==> src/hdl/bms_regs.svh <==
`ifndef BMS_REGS_SVH
`define BMS_REGS_SVH
// mode codes from the three-level decoder
`define BMS_MODE_CODE_FPWM 2'h0
`define BMS_MODE_CODE_MONO 2'h1
`define BMS_MODE_CODE_SKIP 2'h3
// cycles of the switching clock, apart from the ramp step count
`define BMS_HANDOVER_CYCLES 4096
`define BMS_RAMP_CYCLES 128
`define BMS_RAMP_STEPS 4
`define BMS_IDLE_CYCLES 8
`define BMS_REFRESH_CYCLES 1
// sink threshold step codes, full scale is the 7A limit
`define BMS_SINK_STEP_FULL 2'h3
`endif

==> src/hdl/bms_pkg.sv <==
package bms_pkg;
   typedef enum logic [4:0] {
      BMS_ST_OFF   = 5'h01,
      BMS_ST_MONO  = 5'h02,
      BMS_ST_WAIT  = 5'h04,
      BMS_ST_FPWM  = 5'h08,
      BMS_ST_SKIP  = 5'h10
   } bms_state_t;
   typedef enum logic [2:0] {
      BMS_PH_IDLE = 3'h1,
      BMS_PH_LOW  = 3'h2,
      BMS_PH_HIGH = 3'h4
   } bms_phase_t;
endpackage

==> src/hdl/bms_ramp_if.sv <==
`timescale 1ns/100ps
interface bms_ramp_if;
   logic start;
   logic [1:0] step;
   logic done;
   modport ctrl (output start, input step, input done);
   modport ramp (input start, output step, output done);
endinterface

==> src/hdl/bms_sink_ramp.sv <==
`timescale 1ns/100ps
`include "bms_regs.svh"
module bms_sink_ramp #(
   parameter int RAMP_CYCLES = `BMS_RAMP_CYCLES
) (
   // clock and reset
   input wire logic clk,
   input wire logic rst_n,
   // control side
   bms_ramp_if.ramp rp
);
   localparam int CW = $clog2(RAMP_CYCLES + 1);
   localparam int STEP_LEN = RAMP_CYCLES / `BMS_RAMP_STEPS;
   logic [CW-1:0] cnt_q, cnt_d;
   logic run_q, run_d;
   logic [1:0] step_q, step_d;
   // ==========================================================
   // four-step sink threshold over the ramp window
   always_comb begin
      cnt_d = cnt_q;
      run_d = run_q;
      step_d = step_q;
      if (!rp.start) begin
         cnt_d = '0;
         run_d = 1'b0;
         step_d = 2'h0;
      end else if (cnt_q != CW'(RAMP_CYCLES)) begin
         run_d = 1'b1;
         cnt_d = cnt_q + CW'(1);
         step_d = 2'((32'(cnt_q) + 1) / STEP_LEN > 3 ? 3 : (32'(cnt_q) + 1) / STEP_LEN);
      end else begin
         step_d = `BMS_SINK_STEP_FULL;
      end
   end
   always_ff @(posedge clk or negedge rst_n) begin
      if (!rst_n) begin
         cnt_q <= '0;
         run_q <= 1'b0;
         step_q <= 2'h0;
      end else begin
         cnt_q <= cnt_d;
         run_q <= run_d;
         step_q <= step_d;
      end
   end
   assign rp.step = step_q;
   assign rp.done = (cnt_q == CW'(RAMP_CYCLES));
endmodule

==> src/hdl/bms_sequencer.sv <==
// Operation
// floating or mid-supply mode selects monotonic startup
// monotonic startup holds both switches off
// switching starts when feedback crosses soft-start
// first switching turns low side on first
// sink threshold rises in four steps, 128 cycles
// 4096 cycles after 92.5% feedback, go forced-PWM
// skip light load switches on demand, never sinks
// skip medium/heavy load keeps fixed frequency
// high side idle over eight cycles, refresh pulse
// skip turns low side off at 0.2A
// high-side pulse lasts until 0.58A reached
// skip at turn-on uses monotonic startup first
// skip and forced-PWM may change any time
// outside keeps soft-start at or below 2ms
// grounded mode input selects forced-PWM
// forced-PWM low side off at period end or 0.875A
// sink threshold ends at full 7A limit
// mode decoded two bits, comparator flags synchronous
`timescale 1ns/100ps
`include "bms_regs.svh"
module bms_sequencer #(
   parameter int HANDOVER_CYCLES = `BMS_HANDOVER_CYCLES,
   parameter int RAMP_CYCLES = `BMS_RAMP_CYCLES,
   parameter int IDLE_CYCLES = `BMS_IDLE_CYCLES
) (
   // clock and reset
   input wire logic clk,
   input wire logic arst_n,
   // mode and enable
   input wire logic enable,
   input wire logic [1:0] mode_code,
   // comparator flags, same clock
   input wire logic period_start,
   input wire logic pwm_demand,
   input wire logic fb_above_ss,
   input wire logic fb_above_pgood,
   input wire logic il_above_min_on,
   input wire logic il_sink_limit,
   input wire logic il_below_zero_cut,
   // switch drive and status
   output logic hs_on,
   output logic ls_on,
   output logic [1:0] sink_step,
   output bms_pkg::bms_state_t state,
   output logic startup_done
);
   import bms_pkg::*;
   localparam int HW = $clog2(HANDOVER_CYCLES + 1);
   localparam int IW = $clog2(IDLE_CYCLES + 2);

   // ==========================================================
   // reset release
   logic rst_m_q, rst_n_q;
   always_ff @(posedge clk or negedge arst_n) begin
      if (!arst_n) begin
         rst_m_q <= 1'b0;
         rst_n_q <= 1'b0;
      end else begin
         rst_m_q <= 1'b1;
         rst_n_q <= rst_m_q;
      end
   end

   // ==========================================================
   // sink threshold ramp
   bms_ramp_if rif();
   bms_sink_ramp #(.RAMP_CYCLES(RAMP_CYCLES)) u_ramp (
      .clk(clk),
      .rst_n(rst_n_q),
      .rp(rif.ramp)
   );

   // ==========================================================
   // mode sequencing
   bms_state_t st_q, st_d;
   logic [HW-1:0] hcnt_q, hcnt_d;
   logic switching_q, switching_d;
   logic skip_sel;
   assign skip_sel = (mode_code == `BMS_MODE_CODE_SKIP);

   always_comb begin
      st_d = st_q;
      hcnt_d = hcnt_q;
      switching_d = switching_q;
      case (st_q)
         BMS_ST_OFF: begin
            switching_d = 1'b0;
            hcnt_d = '0;
            if (enable) begin
               if (mode_code == `BMS_MODE_CODE_FPWM) begin
                  st_d = BMS_ST_FPWM;
                  switching_d = 1'b1;
               end else begin
                  st_d = BMS_ST_MONO;
               end
            end
         end
         BMS_ST_MONO: begin
            if (fb_above_ss) begin
               switching_d = 1'b1;
               st_d = BMS_ST_WAIT;
            end
         end
         BMS_ST_WAIT: begin
            if (fb_above_pgood || hcnt_q != '0) begin
               hcnt_d = hcnt_q + HW'(1);
            end
            if (hcnt_q == HW'(HANDOVER_CYCLES - 1)) begin
               st_d = skip_sel ? BMS_ST_SKIP : BMS_ST_FPWM;
            end
         end
         BMS_ST_FPWM: begin
            if (skip_sel) begin
               st_d = BMS_ST_SKIP;
            end
         end
         BMS_ST_SKIP: begin
            if (!skip_sel) begin
               st_d = BMS_ST_FPWM;
            end
         end
         default: st_d = BMS_ST_OFF;
      endcase
      if (!enable) begin
         st_d = BMS_ST_OFF;
         switching_d = 1'b0;
      end
   end

   always_ff @(posedge clk or negedge rst_n_q) begin
      if (!rst_n_q) begin
         st_q <= BMS_ST_OFF;
         hcnt_q <= '0;
         switching_q <= 1'b0;
      end else begin
         st_q <= st_d;
         hcnt_q <= hcnt_d;
         switching_q <= switching_d;
      end
   end
   assign rif.start = switching_q;

   // ==========================================================
   // switch phase control
   bms_phase_t ph_q, ph_d;
   logic hs_q, hs_d, ls_q, ls_d;
   logic first_q, first_d;
   logic [IW-1:0] idle_q, idle_d;
   logic in_skip, in_fpwm;
   assign in_skip = (st_q == BMS_ST_SKIP);
   assign in_fpwm = (st_q == BMS_ST_FPWM) || (st_q == BMS_ST_WAIT);

   always_comb begin
      ph_d = ph_q;
      hs_d = 1'b0;
      ls_d = 1'b0;
      first_d = first_q;
      idle_d = idle_q;
      if (!switching_q || !(in_skip || in_fpwm)) begin
         ph_d = BMS_PH_IDLE;
         first_d = 1'b1;
         idle_d = '0;
      end else begin
         if (ph_q == BMS_PH_HIGH || hs_q) begin
            idle_d = '0;
         end else if (idle_q <= IW'(IDLE_CYCLES)) begin
            idle_d = idle_q + IW'(1);
         end
         case (ph_q)
            BMS_PH_IDLE: begin
               if (first_q) begin
                  ph_d = BMS_PH_LOW;
                  first_d = 1'b0;
               end else if (period_start && in_fpwm) begin
                  ph_d = BMS_PH_HIGH;
               end else if (period_start && in_skip && pwm_demand) begin
                  // refresh bootstrap when high side idled too long
                  if (idle_q > IW'(IDLE_CYCLES)) begin
                     ph_d = BMS_PH_LOW;
                  end else begin
                     ph_d = BMS_PH_HIGH;
                  end
               end
            end
            BMS_PH_HIGH: begin
               hs_d = 1'b1;
               if (il_above_min_on && (!pwm_demand || period_start)) begin
                  ph_d = BMS_PH_LOW;
                  hs_d = 1'b0;
               end
            end
            BMS_PH_LOW: begin
               ls_d = 1'b1;
               if (period_start || (in_fpwm && il_sink_limit)) begin
                  ls_d = 1'b0;
                  ph_d = in_fpwm ? BMS_PH_HIGH : BMS_PH_IDLE;
                  idle_d = '0;
               end else if (in_skip && il_below_zero_cut) begin
                  ls_d = 1'b0;
                  ph_d = BMS_PH_IDLE;
                  if (idle_q > IW'(IDLE_CYCLES)) begin
                     ph_d = BMS_PH_HIGH;
                  end
               end
            end
            default: ph_d = BMS_PH_IDLE;
         endcase
      end
   end

   always_ff @(posedge clk or negedge rst_n_q) begin
      if (!rst_n_q) begin
         ph_q <= BMS_PH_IDLE;
         hs_q <= 1'b0;
         ls_q <= 1'b0;
         first_q <= 1'b1;
         idle_q <= '0;
      end else begin
         ph_q <= ph_d;
         hs_q <= hs_d;
         ls_q <= ls_d;
         first_q <= first_d;
         idle_q <= idle_d;
      end
   end

   // ==========================================================
   // outputs
   assign hs_on = (ph_q == BMS_PH_HIGH);
   assign ls_on = (ph_q == BMS_PH_LOW);
   assign sink_step = rif.step;
   assign state = st_q;
   assign startup_done = in_skip || (st_q == BMS_ST_FPWM);
endmodule

==> config.mk <==
export PLATFORM = sky130hd
export DESIGN_NAME = bms_sequencer
export DESIGN_NICKNAME = d
export VERILOG_FILES = /design/src/hdl/bms_pkg.sv /design/src/hdl/bms_ramp_if.sv /design/src/hdl/bms_sink_ramp.sv /design/src/hdl/bms_sequencer.sv
export VERILOG_INCLUDE_DIRS = /design/src /design/src/hdl
export SDC_FILE = /design/constraint.sdc
export NUM_CORES = 1
export LEC_CHECK = 0
export BUFFER_PORTS_ARGS = -buffer_cell sky130_fd_sc_hd__buf_4
export CAP_MARGIN = 20
export CELL_PAD_IN_SITES_DETAIL_PLACEMENT = 1
export CELL_PAD_IN_SITES_GLOBAL_PLACEMENT = 2
export CORE_MARGIN = 2
export CORE_UTILIZATION = 37
export CTS_CLUSTER_SIZE = 20
export DETAILED_ROUTE_END_ITERATION = 8
export GPL_TIMING_DRIVEN = 0
export PLACE_DENSITY = 0.87
export SLEW_MARGIN = 20
export SYNTH_ARGS = -nofsm -noshare
export SYNTH_HDL_FRONTEND = slang
export SYNTH_SLANG_ARGS = --single-unit
==> constraint.sdc <==
create_clock -name clk -period 1.7 [get_ports clk]
set_clock_uncertainty 0.2 [all_clocks]
set_input_delay 0.085 -clock clk [delete_from_list [all_inputs] [get_ports clk]]
set_output_delay 0.085 -clock clk [all_outputs]
set_load 0.02 [all_outputs]
==> key figures, run 1 <==
Run status
  – Status: finished, violations left
  – Violations in the final reports: negative setup slack

Placement
  – Minimum setup slack after placement: -608 ps
  – Port Buf Inserts: 21
  – DP HPWL: 4.32 mm
  – Number of placed instances with taps included: 357
  – Cell area reported after detailed placement: 2740 sq um
  – Last weighted congestion value of the routability-driven placer: 0.800

CTS
  – Clock Pin Slew Worst Setup and Hold Paths: 90 ps
  – TritonCTS Sinks: 40
  – Buffers from clock root to sink, at most: 2
  – Clock root buffer: sky130_fd_sc_hd__clkbuf_8
  – Clk Latency, worst-skew pair: 310 ps
  – H-tree Lvls: 2
  – Total clock buffers created by CTS: 5
  – Clock tree from TritonCTS: built

Synthesis
  – Ranking of synthesized cells by area: sky130_fd_sc_hd__dfrtp_1 (38%), sky130_fd_sc_hd__a21oi_1 (3.3%), sky130_fd_sc_hd__dfstp_2 (3.3%), sky130_fd_sc_hd__ha_1 (3.1%), sky130_fd_sc_hd__nor2_1 (3.1%)
  – Cell taking the most area after synthesis: sky130_fd_sc_hd__dfrtp_1
  – Mean Syn Cell Area: 9.35 sq um
  – Most used DFF post-synth: sky130_fd_sc_hd__dfrtp_1
  – Synthesis-stage register bit count: 40
  – Leading post-synthesis cells by instance count: sky130_fd_sc_hd__dfrtp_1 (37), sky130_fd_sc_hd__nor2_1 (20), sky130_fd_sc_hd__nand2_1 (18)
  – Synth top area share: 38.4%
  – Gate Count Post-Synth: 258
  – Sequential share of the synthesized area: 41.6%
  – Most numerous cell in the Yosys netlist: sky130_fd_sc_hd__dfrtp_1
  – Fraction of registers with async set/reset: 100%
  – Net count after synthesis: 276
  – Syn Std Cell Area: 2410 sq um
  – Post-synth EDFFs: 0
  – Synth unique cells: 61
  – Count of synthesis-stage warnings from yosys: 0

Timing
  – Final min period: 2080 ps
  – Peak Freq: 480 MHz
  – Final WS setup: -384 ps
  – Worst Hold Margin: 21.6 ps
  – Pin slew with the least headroom to its limit: 627 ps
  – Headroom to the max-slew limit: 58.1%
  – Setup TNS: -6040 ps
  – Fraction of the cycle the final worst path needs: 123%
  – Setup-violating endpoint count in the final report: 26
  – Hold violation count in the final report: 0
  – Number of pins with negative max-slew slack in the final report: 0
  – RSZ-0062 raised after global routing: true

Detailed routing
  – Post-DR vias/cell: 5.64
  – Number of nets still failing antenna checks after routing: 0
  – Routed vias: 2335
  – Wire length per cell: 19.8 um
  – DRC viols: 0
  – Number of DRC markers after the initial detailed-route iteration: 92
  – Count of TritonRoute iterations in the first routing pass: 4
  – Detailed-route wire length: 8.21 mm

Worst setup path
  – Kind of cell adding the most delay to the critical path: simple AND/OR/NAND/NOR gates
  – CP Launch Type: register
  – Max stage delay on crit path: 560 ps
  – Ordered cell list for the critical path: or4b_4, a21oi_2, a211oi_2, buf_4, nand2_4, mux2i_1
  – CP required: 1730 ps
  – Crit Path Class: register to register
  – Nature of the critical path endpoint: register
  – WP buf/inv: 1
  – Data arrival time at the worst-slack endpoint: 2110 ps
  – Worst-path fanout max: 4
  – Cell with the largest stage delay on the worst path: sky130_fd_sc_hd__dfstp_2

Finish
  – N_diodes: 0
  – Post-layout net count: 354
  – Number of standard cells in the layout, taps in and fillers out: 414
  – Fraction of layout cells with a size suffix above 1: 44.8%
  – Filler instances: 684
  – Area growth from synthesis to layout: 51.9%
  – Final design area excluding fillers: 3660 sq um

Global routing
  – Overall Global Routing Usage: 20.2%
  – Number of global-route vias before repair: 2371
  – Wire length of the first global-routing pass: 11.5 mm
  – Total grt overflow: 0
  – Initial antenna violation count: 0
  – Pin count of the biggest net entering global routing: 26

Pwr
  – IR drop worst, VDD: 0.583 mV
  – Total net switching power: 783 uW
  – Seq pwr share: 39.9%
  – Share of power burned in the clock network: 32.9%
  – Cell Int Power: 1770 uW
  – Leakage power: 0.00157 uW
  – Share of total power consumed by net switching: 30.7%
  – Portion of total power attributed to combinational logic: 27.2%
  – Pwr dens: 696 nW/um^2

Floorplanning
  – Die outline width: 84.7 um
  – Starting density of the core: 38.2%
  – Total number of placement rows: 29
  – Core Box Area: 6310 sq um
  – Die Area: 7180 sq um
  – Vertical extent of the die: 84.7 um
  – Count of pins on the block boundary: 22

Worst hold path
  – Classification of the worst-slack hold path: register to async pin

Job
  – Maximum capacitance violations: 0
area by class of cell:
type / instances / area (sq um) / area share, %
plain buffers: 7 / 71.3 / 1.95
clock buffers: 5 / 68.8 / 1.88
clock inverters: 3 / 46.3 / 1.26
inverters: 15 / 56.3 / 1.54
multi-input cells: 195 / 1680 / 45.7
flip-flops and latches: 40 / 1010 / 27.7
well taps: 77 / 96.3 / 2.63
repair buffers: 72 / 636 / 17.3
power by group through the flow:
stage / sequential, uW / combinational, uW / clock, uW
after global placement: 1050 / 347 / 0
after CTS: 1010 / 612 / 857
after floorplan: 1050 / 225 / 0
final: 1020 / 693 / 840
after detailed placement: 1040 / 369 / 0
after global routing: 1020 / 736 / 885
cell families after synthesis:
group,after synthesis,share of synthesized area [%]
adder cells (fa/ha/maj),6,3.11
multiplexers,9,3.84
AO/OA/AOI/OAI,57,16.2
AND/OR/NAND/NOR,108,25.4
flip-flops,40,41.6
XOR/XNOR,14,5.08
buffers and inverters,23,4.56
other,1,0.155
timing repair:
action,4_1_cts,5_1_grt
pin swaps,33,20
hold buffers,10,0
setup endpoints to repair,28,30
gates resized for setup,47,45
endpoints found under the hold margin,25,0
setup buffers,29,12
final timing paths:
kind                             from              end  slack [ps]  depth (start not counted)
hold / removal                rst_n_q  u_ramp.cnt_q[5]          20                          1
setup / recovery              ph_q[0]          ph_q[0]        -380                          6
min in group clk           pwm_demand          ph_q[1]          60                          5
hold reg to reg               rst_n_q  u_ramp.cnt_q[5]          20                          1
max in group asynchronous     rst_n_q         state[3]         180                          1
setup reg to reg              ph_q[0]          ph_q[0]        -380                          6
flip-flops by register name (all words and copies together), names as in the netlist:
name,cells
idle_q,4
rst_m_q,1
ph_q,3
u_ramp.rp.step,2
rif.start,1
rst_n_q,1
u_ramp.cnt_q,8
hs_q,1
hcnt_q,13
first_q,1
state,5
layer usage:
metal	share of wire [%]	GRT usage (%)	vias to the layer above
met5	0	0	-
met4	1.9	6.20	0
met3	2.7	4.52	13
met2	53	32.4	46
met1	42	27.2	1189
li1	-	-	1087
cell usage in the layout (no fill, tap or decap), types with 3 or more instances in the layout:
master / count
sky130_fd_sc_hd__mux2i_1: 7
sky130_fd_sc_hd__nor2b_1: 3
sky130_fd_sc_hd__and2_1: 5
sky130_fd_sc_hd__inv_1: 15
sky130_fd_sc_hd__ha_1: 4
sky130_fd_sc_hd__xnor2_1: 7
sky130_fd_sc_hd__dlygate4sd3_1: 10
sky130_fd_sc_hd__nand3_4: 3
sky130_fd_sc_hd__and3_1: 3
sky130_fd_sc_hd__nand3_1: 8
sky130_fd_sc_hd__dfstp_2: 3
sky130_fd_sc_hd__a21oi_1: 7
sky130_fd_sc_hd__buf_6: 14
sky130_fd_sc_hd__dfrtp_1: 30
sky130_fd_sc_hd__nand2_1: 14
sky130_fd_sc_hd__dfrtp_2: 7
sky130_fd_sc_hd__nand4_1: 6
sky130_fd_sc_hd__a21oi_2: 9
sky130_fd_sc_hd__nand2_4: 3
sky130_fd_sc_hd__nand3_2: 4
sky130_fd_sc_hd__nand2b_1: 5
sky130_fd_sc_hd__clkbuf_8: 5
sky130_fd_sc_hd__buf_4: 48
sky130_fd_sc_hd__nor2_1: 18
sky130_fd_sc_hd__o21ai_2: 3
sky130_fd_sc_hd__nor2_4: 3
sky130_fd_sc_hd__o21ai_0: 8
sky130_fd_sc_hd__nor4_4: 3
sky130_fd_sc_hd__xor2_1: 5
per-stage QoR:
stage	total power, uW	util, %
6_report	2550	58.0
5_1_grt	2640	58.0
4_1_cts	2480	53.8
3_5_place_dp	1410	43.4
3_3_place_gp	1400	43.1
2_1_floorplan	1270	-
worst reg2reg max path, cell delays in order (launching register included):
cell                       delay (ps)
sky130_fd_sc_hd__dfstp_2          560
sky130_fd_sc_hd__or4b_4           510
sky130_fd_sc_hd__a21oi_2          170
sky130_fd_sc_hd__a211oi_2         100
sky130_fd_sc_hd__buf_4            150
sky130_fd_sc_hd__nand2_4           70
sky130_fd_sc_hd__mux2i_1          240
(Power assumes the default switching activity.)
==> inputs of run 2 (changes only) <==
--- a/config.mk
+++ b/config.mk
@@ -11,11 +11,11 @@
 export CELL_PAD_IN_SITES_DETAIL_PLACEMENT = 1
 export CELL_PAD_IN_SITES_GLOBAL_PLACEMENT = 2
 export CORE_MARGIN = 2
-export CORE_UTILIZATION = 37
+export CORE_UTILIZATION = 25
 export CTS_CLUSTER_SIZE = 20
 export DETAILED_ROUTE_END_ITERATION = 8
 export GPL_TIMING_DRIVEN = 0
-export PLACE_DENSITY = 0.87
+export PLACE_DENSITY = 0.65
 export SLEW_MARGIN = 20
 export SYNTH_ARGS = -nofsm -noshare
 export SYNTH_HDL_FRONTEND = slang
==> key figures, run 2 (synthesized netlist as in run 1, its figures left out) <==
Job
  – Maximum capacitance violations: 0

Detailed routing
  – Met3 layer wire length in the routed design: 186 um
  – M1 WL: 3.27 mm
  – Post-DR vias/cell: 4.89
  – Number of nets still failing antenna checks after routing: 0
  – DRC viols: 0
  – Number of DRC markers after the initial detailed-route iteration: 43
  – Detailed-route wire length: 7.51 mm
  – Wire length per cell: 16.1 um
  – Highest metal layer with signal wires: met4
  – Routed vias: 2278
  – Met2 wirelength from detailed routing: 3.89 mm
  – Count of TritonRoute iterations in the first routing pass: 4

Run status
  – Violations in the final reports: negative setup slack
  – Status: finished, violations left

Floorplanning
  – Total number of placement rows: 35
  – Core Box Area: 9280 sq um
  – Die Area: 10500 sq um
  – Count of pins on the block boundary: 22
  – Starting density of the core: 26.0%
  – Die outline width: 102 um
  – Vertical extent of the die: 102 um

Finish
  – N_diodes: 0
  – Number of standard cells in the layout, taps in and fillers out: 466
  – Register with the most flip-flops: hcnt_q
  – Layout Utilization: 40.4%
  – Highest-count cells in the layout ignoring fill and taps: sky130_fd_sc_hd__buf_4 (45), sky130_fd_sc_hd__dfrtp_1 (29), sky130_fd_sc_hd__buf_6 (20)
  – Post-layout net count: 354
  – Area growth from synthesis to layout: 55.5%
  – Flip-flop count of the largest register, all copies and words added: 13
  – Fraction of layout cells with a size suffix above 1: 45.1%
  – Most common cell after layout, fill and taps aside: sky130_fd_sc_hd__buf_4

CTS
  – H-tree Lvls: 2
  – Clock root buffer: sky130_fd_sc_hd__clkbuf_8
  – Clock Pin Slew Worst Setup and Hold Paths: 80 ps
  – Clk Latency, worst-skew pair: 300 ps
  – TritonCTS Sinks: 40
  – Clock tree from TritonCTS: built
  – Buffers from clock root to sink, at most: 2
  – Total clock buffers created by CTS: 5

Timing
  – Final WS setup: -425 ps
  – Final min period: 2120 ps
  – Fraction of the cycle the final worst path needs: 125%
  – Peak Freq: 471 MHz
  – Hold violation count in the final report: 0
  – RSZ-0062 raised after global routing: true
  – Number of pins with negative max-slew slack in the final report: 0
  – Setup-violating endpoint count in the final report: 26

Pwr
  – Total net switching power: 718 uW
  – Seq pwr share: 41.3%
  – Cell Int Power: 1750 uW
  – Share of total power consumed by net switching: 29.1%
  – Pwr dens: 657 nW/um^2
  – Share of power burned in the clock network: 32.3%
  – Portion of total power attributed to combinational logic: 26.5%
  – IR drop worst, VDD: 0.259 mV
  – Leakage power: 0.00157 uW

Worst setup path
  – CP Launch Type: register
  – Data arrival time at the worst-slack endpoint: 2110 ps
  – Crit Path Class: register to register
  – Nature of the critical path endpoint: register
  – CP required: 1680 ps
  – Worst-path fanout max: 3

Worst hold path
  – Classification of the worst-slack hold path: input pin to register

Placement
  – Port Buf Inserts: 21
  – Number of placed instances with taps included: 409
  – DP HPWL: 4.49 mm
  – Last weighted congestion value of the routability-driven placer: 0.795

Global routing
  – Pin count of the biggest net entering global routing: 29
  – Total grt overflow: 0
  – Overall Global Routing Usage: 14.4%
  – Initial antenna violation count: 0
  – Number of global-route vias before repair: 2308
  – Wire length of the first global-routing pass: 11.9 mm
-- run 2: changes by cell type in the layout (fill, tap and decap cells not counted), sizes merged --
cell and change:
clkinv +1, buf +2, clkinvlp -1, dlygate4sd3 -1, inv -1
-- run 2: path summary, 6_finish.rpt --
path | end | from | depth (start not counted) | slack [ps]
max in group asynchronous | idle_q[2] | rst_n_q | 1 | 380
min in group asynchronous | ph_q[0] | rst_n_q | 0 | 70
min reg2reg | ph_q[0] | rst_n_q | 0 | 70
max reg2reg | state[4] | state[3] | 6 | -420
max | state[4] | state[3] | 6 | -420
min | ph_q[0] | pwm_demand | 5 | 30
-- run 2: cell type report --
type | instances | area (sq um)
inverters | 15 | 56.3
fillers | 1073 | 5530
plain buffers | 6 | 58.8
repair buffers | 73 | 651
well taps | 129 | 161
clock buffers | 6 | 72.6
flip-flops and latches | 40 | 1010
clock inverters | 2 | 35.0
multi-input cells | 195 | 1700
-- run 2: per-layer routing --
layer,up-vias,track usage [%]
met2,35,24.5
li1,1086,-
met1,1142,18.8
met4,0,5.13
met3,15,2.05
met5,-,0
-- run 2: metrics by stage --
step | TNS, ps | instance area [sq um] | setup slack (ps) | hold slack, ps | total power (uW)
4_1_cts | -5650 | 3340 | -334 | 4.43 | 2350
2_1_floorplan | -3360 | 2470 | -297 | -411 | 1270
3_3_place_gp | -19970 | 2790 | -567 | -332 | 1410
3_5_place_dp | -8430 | 2810 | -602 | -330 | 1410
6_report | -7640 | 3750 | -425 | 25.0 | 2470
5_1_grt | -10200 | 3750 | -515 | 31.3 | 2580
-- run 2: worst max-delay path, cell delays in order, from the launching register on --
cell	delay [ps]
sky130_fd_sc_hd__dfrtp_2	450
sky130_fd_sc_hd__buf_4	160
sky130_fd_sc_hd__xor2_2	190
sky130_fd_sc_hd__o211ai_1	410
sky130_fd_sc_hd__a31oi_4	130
sky130_fd_sc_hd__and3b_1	170
sky130_fd_sc_hd__mux2_1	290
-- run 2: power by group through the flow --
stage | Sequential, uW | Clock, uW | Combinational, uW
after floorplan | 1050 | 0 | 225
after global placement | 1050 | 0 | 355
after detailed placement | 1040 | 0 | 375
after CTS | 1010 | 825 | 510
after global routing | 1020 | 864 | 698
final | 1020 | 795 | 653
-- run 2: what timing repair did --
action	CTS	global route
pin swaps	13	30
hold endpoints to repair	21	0
setup buffers	20	23
endpoints found under the setup margin	28	32
hold buffers	9	0
gates resized for setup	40	64
